===== src/rtl/phm_pkg.sv =====
// phm_pkg: offsets, field layout, reset values and widths for the
// protected high-memory region block.
// assumes a 32-bit classic wishbone register bus with byte addresses.
package phm_pkg;
    localparam int ADDR_W = 8;
    localparam int DATA_W = 32;
    localparam logic [7:0] BASE_LO_OFF = 8'h70;
    localparam logic [7:0] BASE_HI_OFF = 8'h74;
    localparam logic [7:0] LIMIT_LO_OFF = 8'h78;
    localparam logic [7:0] LIMIT_HI_OFF = 8'h7c;
    localparam logic [7:0] CTRL_OFF = 8'h60;
    localparam logic [7:0] STAT_OFF = 8'h64;
    localparam int CTRL_ENABLE_BIT = 0;
    localparam int STAT_ACTIVE_BIT = 0;
    localparam int STAT_SUPPORTED_BIT = 1;
    localparam int STAT_VALID_BIT = 2;
    localparam int STAT_HIT_BIT = 3;
    localparam logic [63:0] REG_RESET = 64'h0;
    localparam int HAW_DEFAULT = 48;
    localparam int RSVD_DEFAULT = 11;
endpackage


===== src/rtl/phm_region_if.sv =====
// phm_region_if: decoded region bounds passed from the register file
// to the range checker.
// assumes one clock domain; all signals are levels.
`timescale 1ns/1ns
`default_nettype none
interface phm_region_if #(parameter int HOST_ADDRESS_WIDTH = 48);
    logic [HOST_ADDRESS_WIDTH-1:0] base_dec;
    logic [HOST_ADDRESS_WIDTH-1:0] limit_dec;
    logic valid;
    logic enable;
    modport regs (output base_dec, output limit_dec, output valid, output enable);
    modport check (input base_dec, input limit_dec, input valid, input enable);
endinterface
`default_nettype wire


===== src/rtl/phm_regs.sv =====
// phm_regs: protected high-memory region register file and decoder.
// assumes a classic wishbone master; single clock, async active-low reset.
// Contract
// - when high region unsupported, base and limit are read-only and ignore writes.
// - low reserved bits of base decode as zeros, giving base alignment.
// - low reserved bits of limit decode as ones, covering a whole block.
// - unimplemented low bits read zero; software finds alignment from read-back.
// - equal base and limit upper bits protect two to the N plus one bytes.
// - limit below base disables the region entirely.
// - bits at and above host address width are unimplemented and ignored.
// - region may sit anywhere implemented, above or below 4 gigabytes.
// - decoded limit is the last protected address, range inclusive.
//
// Register access over Wishbone was left to the implementer.
`timescale 1ns/1ns
`default_nettype none
module phm_regs #(
    parameter int HOST_ADDRESS_WIDTH = phm_pkg::HAW_DEFAULT,
    parameter int RSVD = phm_pkg::RSVD_DEFAULT
) (
    // clock and reset
    input wire logic clk,
    input wire logic rst_n,
    // capability strap
    input wire logic high_region_supported,
    // wishbone slave
    input wire logic wb_cyc_i,
    input wire logic wb_stb_i,
    input wire logic wb_we_i,
    input wire logic [phm_pkg::ADDR_W-1:0] wb_adr_i,
    input wire logic [3:0] wb_sel_i,
    input wire logic [31:0] wb_dat_i,
    output logic [31:0] wb_dat_o,
    output logic wb_ack_o,
    output logic wb_err_o,
    // dma check
    input wire logic dma_valid,
    input wire logic [63:0] dma_addr,
    output logic dma_block_q,
    output logic dma_done_q,
    // status
    output logic protection_active_status
);
    // implemented bits: RSVD+1 .. HOST_ADDRESS_WIDTH-1
    localparam logic [63:0] IMPL_MASK =
        ((64'h1 << HOST_ADDRESS_WIDTH) - 64'h1) & ~((64'h1 << (RSVD + 1)) - 64'h1);
    localparam logic [63:0] LOW_ONES = (64'h1 << (RSVD + 1)) - 64'h1;

    logic [63:0] high_region_base_q;
    logic [63:0] high_region_limit_q;
    logic enable_q;
    logic hit_seen_q;
    logic ack_q;
    logic err_q;
    logic [31:0] rdata_q;
    logic req;
    logic wr_go;
    logic known;
    logic [31:0] bmask;
    logic [63:0] base_dec;
    logic [63:0] limit_dec;
    logic rgn_valid;

    phm_region_if #(.HOST_ADDRESS_WIDTH(HOST_ADDRESS_WIDTH)) rgn ();

    assign req = wb_cyc_i && wb_stb_i && !ack_q && !err_q;
    assign wr_go = req && wb_we_i && known;
    assign bmask = {{8{wb_sel_i[3]}}, {8{wb_sel_i[2]}}, {8{wb_sel_i[1]}}, {8{wb_sel_i[0]}}};

    always_comb begin
        known = 1'b1;
        if (wb_adr_i == phm_pkg::BASE_LO_OFF) begin
            known = 1'b1;
        end else if (wb_adr_i == phm_pkg::BASE_HI_OFF) begin
            known = 1'b1;
        end else if (wb_adr_i == phm_pkg::LIMIT_LO_OFF) begin
            known = 1'b1;
        end else if (wb_adr_i == phm_pkg::LIMIT_HI_OFF) begin
            known = 1'b1;
        end else if (wb_adr_i == phm_pkg::CTRL_OFF) begin
            known = 1'b1;
        end else if (wb_adr_i == phm_pkg::STAT_OFF) begin
            known = 1'b1;
        end else begin
            known = 1'b0;
        end
    end

    // base and limit writes; unimplemented bits never stored
    always_ff @(posedge clk or negedge rst_n) begin
        if (!rst_n) begin
            high_region_base_q <= phm_pkg::REG_RESET;
            high_region_limit_q <= phm_pkg::REG_RESET;
        end else if (wr_go && high_region_supported) begin
            // writes while active are not blocked: software keeps them out
            if (wb_adr_i == phm_pkg::BASE_LO_OFF) begin
                high_region_base_q[31:0] <= ((high_region_base_q[31:0] & ~bmask)
                    | (wb_dat_i & bmask)) & IMPL_MASK[31:0];
            end else if (wb_adr_i == phm_pkg::BASE_HI_OFF) begin
                high_region_base_q[63:32] <= ((high_region_base_q[63:32] & ~bmask)
                    | (wb_dat_i & bmask)) & IMPL_MASK[63:32];
            end else if (wb_adr_i == phm_pkg::LIMIT_LO_OFF) begin
                high_region_limit_q[31:0] <= ((high_region_limit_q[31:0] & ~bmask)
                    | (wb_dat_i & bmask)) & IMPL_MASK[31:0];
            end else if (wb_adr_i == phm_pkg::LIMIT_HI_OFF) begin
                high_region_limit_q[63:32] <= ((high_region_limit_q[63:32] & ~bmask)
                    | (wb_dat_i & bmask)) & IMPL_MASK[63:32];
            end
        end
    end

    // protection enable, a stand-in for the wider enable register
    always_ff @(posedge clk or negedge rst_n) begin
        if (!rst_n) begin
            enable_q <= 1'b0;
        end else if (wr_go && wb_adr_i == phm_pkg::CTRL_OFF && wb_sel_i[0]) begin
            enable_q <= wb_dat_i[phm_pkg::CTRL_ENABLE_BIT];
        end
    end

    // sticky record of any blocked access, cleared by writing one
    always_ff @(posedge clk or negedge rst_n) begin
        if (!rst_n) begin
            hit_seen_q <= 1'b0;
        end else if (dma_done_q && dma_block_q) begin
            hit_seen_q <= 1'b1;
        end else if (wr_go && wb_adr_i == phm_pkg::STAT_OFF && wb_sel_i[0]
                && wb_dat_i[phm_pkg::STAT_HIT_BIT]) begin
            hit_seen_q <= 1'b0;
        end
    end

    // decoded bounds: base low bits zero, limit low bits one
    assign base_dec = high_region_base_q & IMPL_MASK;
    assign limit_dec = (high_region_limit_q & IMPL_MASK) | LOW_ONES;
    // full-width compare works above and below 4 GB alike
    assign rgn_valid = limit_dec >= (base_dec | LOW_ONES) || limit_dec >= base_dec
        ? (high_region_limit_q & IMPL_MASK) >= base_dec : 1'b0;

    assign rgn.base_dec = base_dec[HOST_ADDRESS_WIDTH-1:0];
    assign rgn.limit_dec = limit_dec[HOST_ADDRESS_WIDTH-1:0];
    assign rgn.valid = rgn_valid;
    assign rgn.enable = enable_q;
    assign protection_active_status = enable_q;

    // one-cycle answer; unmapped addresses get err
    always_ff @(posedge clk or negedge rst_n) begin
        if (!rst_n) begin
            ack_q <= 1'b0;
            err_q <= 1'b0;
            rdata_q <= 32'h0;
        end else begin
            ack_q <= req && known;
            err_q <= req && !known;
            if (req && !wb_we_i) begin
                if (wb_adr_i == phm_pkg::BASE_LO_OFF) begin
                    rdata_q <= high_region_base_q[31:0];
                end else if (wb_adr_i == phm_pkg::BASE_HI_OFF) begin
                    rdata_q <= high_region_base_q[63:32];
                end else if (wb_adr_i == phm_pkg::LIMIT_LO_OFF) begin
                    rdata_q <= high_region_limit_q[31:0];
                end else if (wb_adr_i == phm_pkg::LIMIT_HI_OFF) begin
                    rdata_q <= high_region_limit_q[63:32];
                end else if (wb_adr_i == phm_pkg::CTRL_OFF) begin
                    rdata_q <= {31'h0, enable_q};
                end else if (wb_adr_i == phm_pkg::STAT_OFF) begin
                    rdata_q <= {28'h0, hit_seen_q, rgn_valid, high_region_supported, enable_q};
                end else begin
                    rdata_q <= 32'h0;
                end
            end
        end
    end
    assign wb_ack_o = ack_q;
    assign wb_err_o = err_q;
    assign wb_dat_o = rdata_q;

    phm_range_check #(.HOST_ADDRESS_WIDTH(HOST_ADDRESS_WIDTH)) u_check (
        .clk(clk),
        .rst_n(rst_n),
        .rgn(rgn.check),
        .dma_valid(dma_valid),
        .dma_addr(dma_addr),
        .dma_block_q(dma_block_q),
        .dma_done_q(dma_done_q)
    );

    ro_unsupported_a: assert property (@(posedge clk) disable iff (!rst_n)
        !high_region_supported |=> $stable(high_region_base_q)
        && $stable(high_region_limit_q))
        else $error("base or limit changed while unsupported");
    low_bits_zero_a: assert property (@(posedge clk) disable iff (!rst_n)
        (high_region_base_q & ~IMPL_MASK) == 64'h0
        && (high_region_limit_q & ~IMPL_MASK) == 64'h0)
        else $error("unimplemented bits stored");
    limit_ones_a: assert property (@(posedge clk) disable iff (!rst_n)
        (limit_dec & LOW_ONES) == LOW_ONES)
        else $error("limit low bits not decoded as ones");
    below_off_a: assert property (@(posedge clk) disable iff (!rst_n)
        (high_region_limit_q & IMPL_MASK) < base_dec |-> !rgn_valid)
        else $error("region valid with limit below base");
    equal_size_a: assert property (@(posedge clk) disable iff (!rst_n)
        (high_region_limit_q & IMPL_MASK) == base_dec
        |-> rgn_valid && (limit_dec - base_dec) == LOW_ONES)
        else $error("equal bounds do not give one aligned block");
    read_back_a: assert property (@(posedge clk) disable iff (!rst_n)
        req && !wb_we_i && wb_adr_i == phm_pkg::BASE_HI_OFF
        |=> wb_ack_o && wb_dat_o == $past(high_region_base_q[63:32]))
        else $error("base upper read-back wrong");

    // bus handshake: one answer per request, never both kinds at once
    ack_one_shot_a: assert property (@(posedge clk) disable iff (!rst_n)
        wb_ack_o |=> !wb_ack_o)
        else $error("ack held longer than one cycle");
    ack_err_excl_a: assert property (@(posedge clk) disable iff (!rst_n)
        !(wb_ack_o && wb_err_o))
        else $error("ack and err raised together");
    mapped_ack_a: assert property (@(posedge clk) disable iff (!rst_n)
        req && known |=> wb_ack_o && !wb_err_o)
        else $error("mapped access not acknowledged");
    unmapped_err_a: assert property (@(posedge clk) disable iff (!rst_n)
        req && !known |=> wb_err_o && !wb_ack_o)
        else $error("unmapped access not refused");

    // a full-word write lands with only implemented bits kept
    base_store_a: assert property (@(posedge clk) disable iff (!rst_n)
        wr_go && high_region_supported && wb_sel_i == 4'hf
        && wb_adr_i == phm_pkg::BASE_LO_OFF
        |=> high_region_base_q[31:0] == ($past(wb_dat_i) & IMPL_MASK[31:0]))
        else $error("base low word not stored as written");
    limit_store_a: assert property (@(posedge clk) disable iff (!rst_n)
        wr_go && high_region_supported && wb_sel_i == 4'hf
        && wb_adr_i == phm_pkg::LIMIT_HI_OFF
        |=> high_region_limit_q[63:32] == ($past(wb_dat_i) & IMPL_MASK[63:32]))
        else $error("limit high word not stored as written");
    base_zeros_a: assert property (@(posedge clk) disable iff (!rst_n)
        (base_dec & LOW_ONES) == 64'h0)
        else $error("base low bits not decoded as zeros");
    valid_order_a: assert property (@(posedge clk) disable iff (!rst_n)
        rgn_valid |-> limit_dec >= base_dec)
        else $error("valid region ends before it starts");

    // enable and sticky hit follow their writers; a new hit beats a clear
    enable_write_a: assert property (@(posedge clk) disable iff (!rst_n)
        wr_go && wb_adr_i == phm_pkg::CTRL_OFF && wb_sel_i[0]
        |=> enable_q == $past(wb_dat_i[phm_pkg::CTRL_ENABLE_BIT]))
        else $error("enable bit not updated by write");
    hit_set_a: assert property (@(posedge clk) disable iff (!rst_n)
        dma_done_q && dma_block_q |=> hit_seen_q)
        else $error("blocked access not recorded");
    dma_verdict_a: assert property (@(posedge clk) disable iff (!rst_n)
        dma_valid |=> dma_done_q)
        else $error("dma check gave no verdict");
endmodule
`default_nettype wire


===== src/rtl/phm_range_check.sv =====
// phm_range_check: compares a dma address against the decoded region.
// assumes bounds come from phm_regs on the same clock.
`timescale 1ns/1ns
`default_nettype none
module phm_range_check #(
    parameter int HOST_ADDRESS_WIDTH = 48
) (
    // clock and reset
    input wire logic clk,
    input wire logic rst_n,
    // region bounds
    phm_region_if.check rgn,
    // dma request
    input wire logic dma_valid,
    input wire logic [63:0] dma_addr,
    // verdict
    output logic dma_block_q,
    output logic dma_done_q
);
    logic hit;
    // upper address bits are not decoded limit inclusive
    assign hit = rgn.enable && rgn.valid
        && (dma_addr[HOST_ADDRESS_WIDTH-1:0] >= rgn.base_dec)
        && (dma_addr[HOST_ADDRESS_WIDTH-1:0] <= rgn.limit_dec);

    always_ff @(posedge clk or negedge rst_n) begin
        if (!rst_n) begin
            dma_block_q <= 1'b0;
            dma_done_q <= 1'b0;
        end else begin
            dma_block_q <= dma_valid && hit;
            dma_done_q <= dma_valid;
        end
    end

    block_cause_a: assert property (@(posedge clk) disable iff (!rst_n)
        dma_done_q && dma_block_q |-> $past(rgn.enable) && $past(rgn.valid))
        else $error("block raised without an enabled valid region");
    limit_incl_a: assert property (@(posedge clk) disable iff (!rst_n)
        dma_valid && rgn.enable && rgn.valid && dma_addr[HOST_ADDRESS_WIDTH-1:0] == rgn.limit_dec
        |=> dma_block_q)
        else $error("limit address itself not blocked");
    base_incl_a: assert property (@(posedge clk) disable iff (!rst_n)
        dma_valid && rgn.enable && rgn.valid && dma_addr[HOST_ADDRESS_WIDTH-1:0] == rgn.base_dec
        |=> dma_block_q)
        else $error("base address itself not blocked");
endmodule
`default_nettype wire


===== config.mk =====
export PLATFORM = sky130hd
export DESIGN_NAME = phm_regs
export DESIGN_NICKNAME = d
export VERILOG_FILES = /design/src/rtl/phm_pkg.sv /design/src/rtl/phm_region_if.sv /design/src/rtl/phm_regs.sv /design/src/rtl/phm_range_check.sv
export SDC_FILE = /design/constraint.sdc
export NUM_CORES = 1
export LEC_CHECK = 0
export BUFFER_PORTS_ARGS = -buffer_cell sky130_fd_sc_hd__buf_4
export CORE_ASPECT_RATIO = 1.4
export CORE_MARGIN = 10
export CORE_UTILIZATION = 40
export CTS_BUF_LIST = sky130_fd_sc_hd__clkbuf_8 sky130_fd_sc_hd__clkbuf_16
export DETAILED_ROUTE_END_ITERATION = 10
export GPL_ROUTABILITY_DRIVEN = 0
export GPL_TIMING_DRIVEN = 0
export HOLD_SLACK_MARGIN = 0.02
export PLACE_DENSITY_LB_ADDON = 0.3
export RECOVER_POWER = 100
export SLEW_MARGIN = 5
export SYNTH_ARGS = -nofsm -noshare
export SYNTH_HDL_FRONTEND = slang
export SYNTH_SLANG_ARGS = --single-unit

===== constraint.sdc =====
create_clock -name clk -period 5.07 [get_ports clk]
set_input_delay 0.7605 -clock clk [delete_from_list [all_inputs] [get_ports clk]]
set_output_delay 0.7605 -clock clk [all_outputs]
set_load 0.005 [all_outputs]

==> impl_metrics.env <==
export IMPL_cp_cell_sequence="clkbuf_4 > nor2_1 > nand3_1 > nor2_1 > nand2_1 > nor3_1 > mux2_2"
export IMPL_maxSlewViolCount=112
export IMPL_tns_ns=0
export IMPL_yosysSeqAreaShare=0.380
export IMPL_fmax_ghz=0.297
export IMPL_period_minus_slack_ns=3.37
export IMPL_setup_violations=0
export IMPL_antenna_found_initial=2
export IMPL_max_stage_delay_ns=1.24
export IMPL_postCtsHoldBufs=0
export IMPL_path_common_cell="nor2_1"
export IMPL_synth_main_ff_cell="dfrtp_1"
export IMPL_crit_family="simple AND/OR/NAND/NOR gates"
export IMPL_cts_sinks=110
export IMPL_layout_drive_gt1_share=0.247
export IMPL_grt_pass1_wl_mm=31.6
export IMPL_synth_cell_types=49
export IMPL_layout_nets=1076
export IMPL_whs_ns=0.478
export IMPL_dp_hpwl_mm=16.5
export IMPL_peakVddDrop_v=0.000151
export IMPL_dp_cells=1082
export IMPL_layout_commonest_cell="dfrtp_1"
export IMPL_layout_common_cells="dfrtp_1, ha_1, buf_4"
export IMPL_async_flop_share=1.00
export IMPL_drt_iter0_drc=235
export IMPL_cp_depth=7
export IMPL_syn_area_sq_um=7250
export IMPL_crit_path_start_kind="input port"
export IMPL_share_comb_of_total_power=0.113
export IMPL_cts_buffer_depth=2
export IMPL_clockPowerShare=0.409
export IMPL_violations="max-capacitance violations, max-slew violations"
export IMPL_power_switching_mw=0.473
export IMPL_cp_required_ns=5.32
export IMPL_seqPwrFrac=0.479
export IMPL_cts_repair_resized=0
export IMPL_path_buf_inv=1
export IMPL_finClkSkew_ns=0.0110
export IMPL_hold_depth=2
export IMPL_cp_arrival_ns=3.62
export IMPL_p_sw_frac=0.257
export IMPL_cp_end_kind="flop"
export IMPL_clk_pin_slew_ns=0.08
export IMPL_cts_setup_buffers=0
export IMPL_grt_remaining_overflow=0
export IMPL_synth_edf_count=0
export IMPL_numCtsBuffers=9
export IMPL_p_int_mw=1.37
export IMPL_syn_num_nets=931
export IMPL_clk_latency_ns=0.37
export IMPL_rsz0062_at_grt="false"
export IMPL_row_count=58
export IMPL_final_cells=1100
export IMPL_portBuffers=134
export IMPL_grt_pass1_vias=5965
export IMPL_grt_start_max_net_pins=111
export IMPL_io_pins=152
export IMPL_routedWlPerCell_um=18.5
export IMPL_antenna_left=0
export IMPL_slew_headroom=-0.874
export IMPL_postSynthAreaPerCell_sq_um=10.2
export IMPL_die_width_um=134
export IMPL_start_util=0.405
export IMPL_ys_ff_latch=110
export IMPL_worst_pin_slew_ns=2.81
export IMPL_cts_max_level=3
export IMPL_via_per_inst=5.28
export IMPL_wl_mm=20.3
export IMPL_die_y_um=179
export IMPL_via_count=5808
export IMPL_drc=0
export IMPL_critPathKind="input port to flop"
export IMPL_final_design_area_no_fill_sq_um=8780
export IMPL_placed_area_sq_um=8560
export IMPL_p_leak_nw=4.19
export IMPL_synthCells=708
export IMPL_clockRootBuffer="clkbuf_16"
export IMPL_min_path_type="flop to flop"
export IMPL_maxCapViolCount=2
export IMPL_powerDensity_nw_per_um2=210
export IMPL_finalHoldViolCount=0
export IMPL_power_mw=1.84
export IMPL_run_status="finished with violations"
export IMPL_critPathMaxFanout=8
export IMPL_die_area_sq_um=24000
export IMPL_ys_warn_count=0
export IMPL_cts_tree="built"
export IMPL_core_sq_um=17900
export IMPL_period_share=0.664
export IMPL_rr_worst_depth=5
export IMPL_track_usage=0.169
export IMPL_drt_first_pass_iters=5
export IMPL_crit_slowest_cell="nor3_1"
export IMPL_area_growth_pct=21.1
[final cells by class]
class / instances / area [sq um]
fill: 1729 / 9140
timing repair buffer: 134 / 947
clock inverter: 7 / 81.3
sequential: 110 / 2750
inverter: 76 / 285
antenna: 2 / 5.00
buffer: 14 / 55.1
multi-input combinational: 508 / 4130
clock buffer: 9 / 225
tap: 240 / 300
[worst min-delay path, stage by stage, from the launching register on]
cell,delay (ns)
dfrtp_1,0.35
nand2_1,0.05
o31ai_1,0.05
[cell usage after synthesis (all sizes together) (2+ instances only)]
library cell / number / area (sq um)
a211o: 2 / 17.5
nor2: 18 / 77.6
and4: 3 / 26.3
mux2i: 28 / 280
o31ai: 8 / 60.1
nor3: 9 / 55.1
a2bb2oi: 3 / 26.3
mux2: 69 / 777
a221oi: 2 / 17.5
clkbuf: 8 / 30.0
nand3: 17 / 90.1
o311ai: 2 / 17.5
nor4b: 2 / 32.5
inv: 76 / 285
nor2b: 3 / 21.3
buf: 6 / 27.5
o21a: 3 / 22.5
dfrtp: 110 / 2750
a2111oi: 2 / 17.5
nor4: 9 / 56.3
a21oi: 45 / 225
mux4: 4 / 90.1
and2: 5 / 31.3
a21o: 11 / 82.6
nand2: 69 / 262
o21ai: 41 / 205
nand2b: 2 / 12.5
a211oi: 3 / 22.5
and3: 3 / 18.8
ha: 108 / 1350
o211ai: 2 / 15.0
nand4: 26 / 163
[stage by stage]
stage	util	setup slack (ns)
6_report	0.490	1.70
5_1_grt	0.490	1.51
4_1_cts	0.495	2.43
3_5_place_dp	0.478	2.05
3_3_place_gp	0.477	2.06
2_1_floorplan	-	2.71
[logic make-up (layout without fill, tap and decap cells)]
group           count (synthesis)  count (layout)  synth area share
other cells                     0               2                 0
compound gates                128             128             0.106
fa+ha+maj                     108             108             0.186
flops                         110             110             0.380
buf+inv                        90             240            0.0473
mux                           101             101             0.158
simple gates                  171             171             0.123
[layer usage]
| metal | up-vias | share of wire | wire, um | global-route usage |
|---|---|---|---|---|
| met1 | 2796 | 0.41 | 8280 | 0.191 |
| met4 | 0 | 0.020 | 408 | 0.0645 |
| met2 | 130 | 0.53 | 10700 | 0.304 |
| met3 | 21 | 0.047 | 956 | 0.0362 |
| met5 | - | 0 | 0 | 0 |
| li1 | 2861 | - | - | - |
[path summary, 6_finish.rpt]
check | slack [ns] | startpoint | endpoint
min in group asynchronous | 1.25 | rst_n | wb_dat_o[26]
worst min register to register | 0.48 | wb_dat_o[10] | wb_dat_o[10]
worst min-delay path | 0.48 | wb_dat_o[10] | wb_dat_o[10]
worst max-delay path | 1.70 | wb_adr_i[1] | flop
worst max register to register | 2.32 | wb_err_o | flop
max in group asynchronous | 2.14 | rst_n | async pin
[power groups by stage]
| stage | combinational [mW] | clock [mW] | sequential (mW) |
|---|---|---|---|
| detailed placement | 0.211 | 0 | 0.898 |
| global placement | 0.208 | 0 | 0.899 |
| CTS | 0.213 | 0.765 | 0.881 |
| global route | 0.233 | 0.801 | 0.882 |
| finish | 0.207 | 0.752 | 0.881 |
| floorplan | 0.0874 | 0 | 0.898 |
No activity file was read; power rests on OpenSTA's default activity.
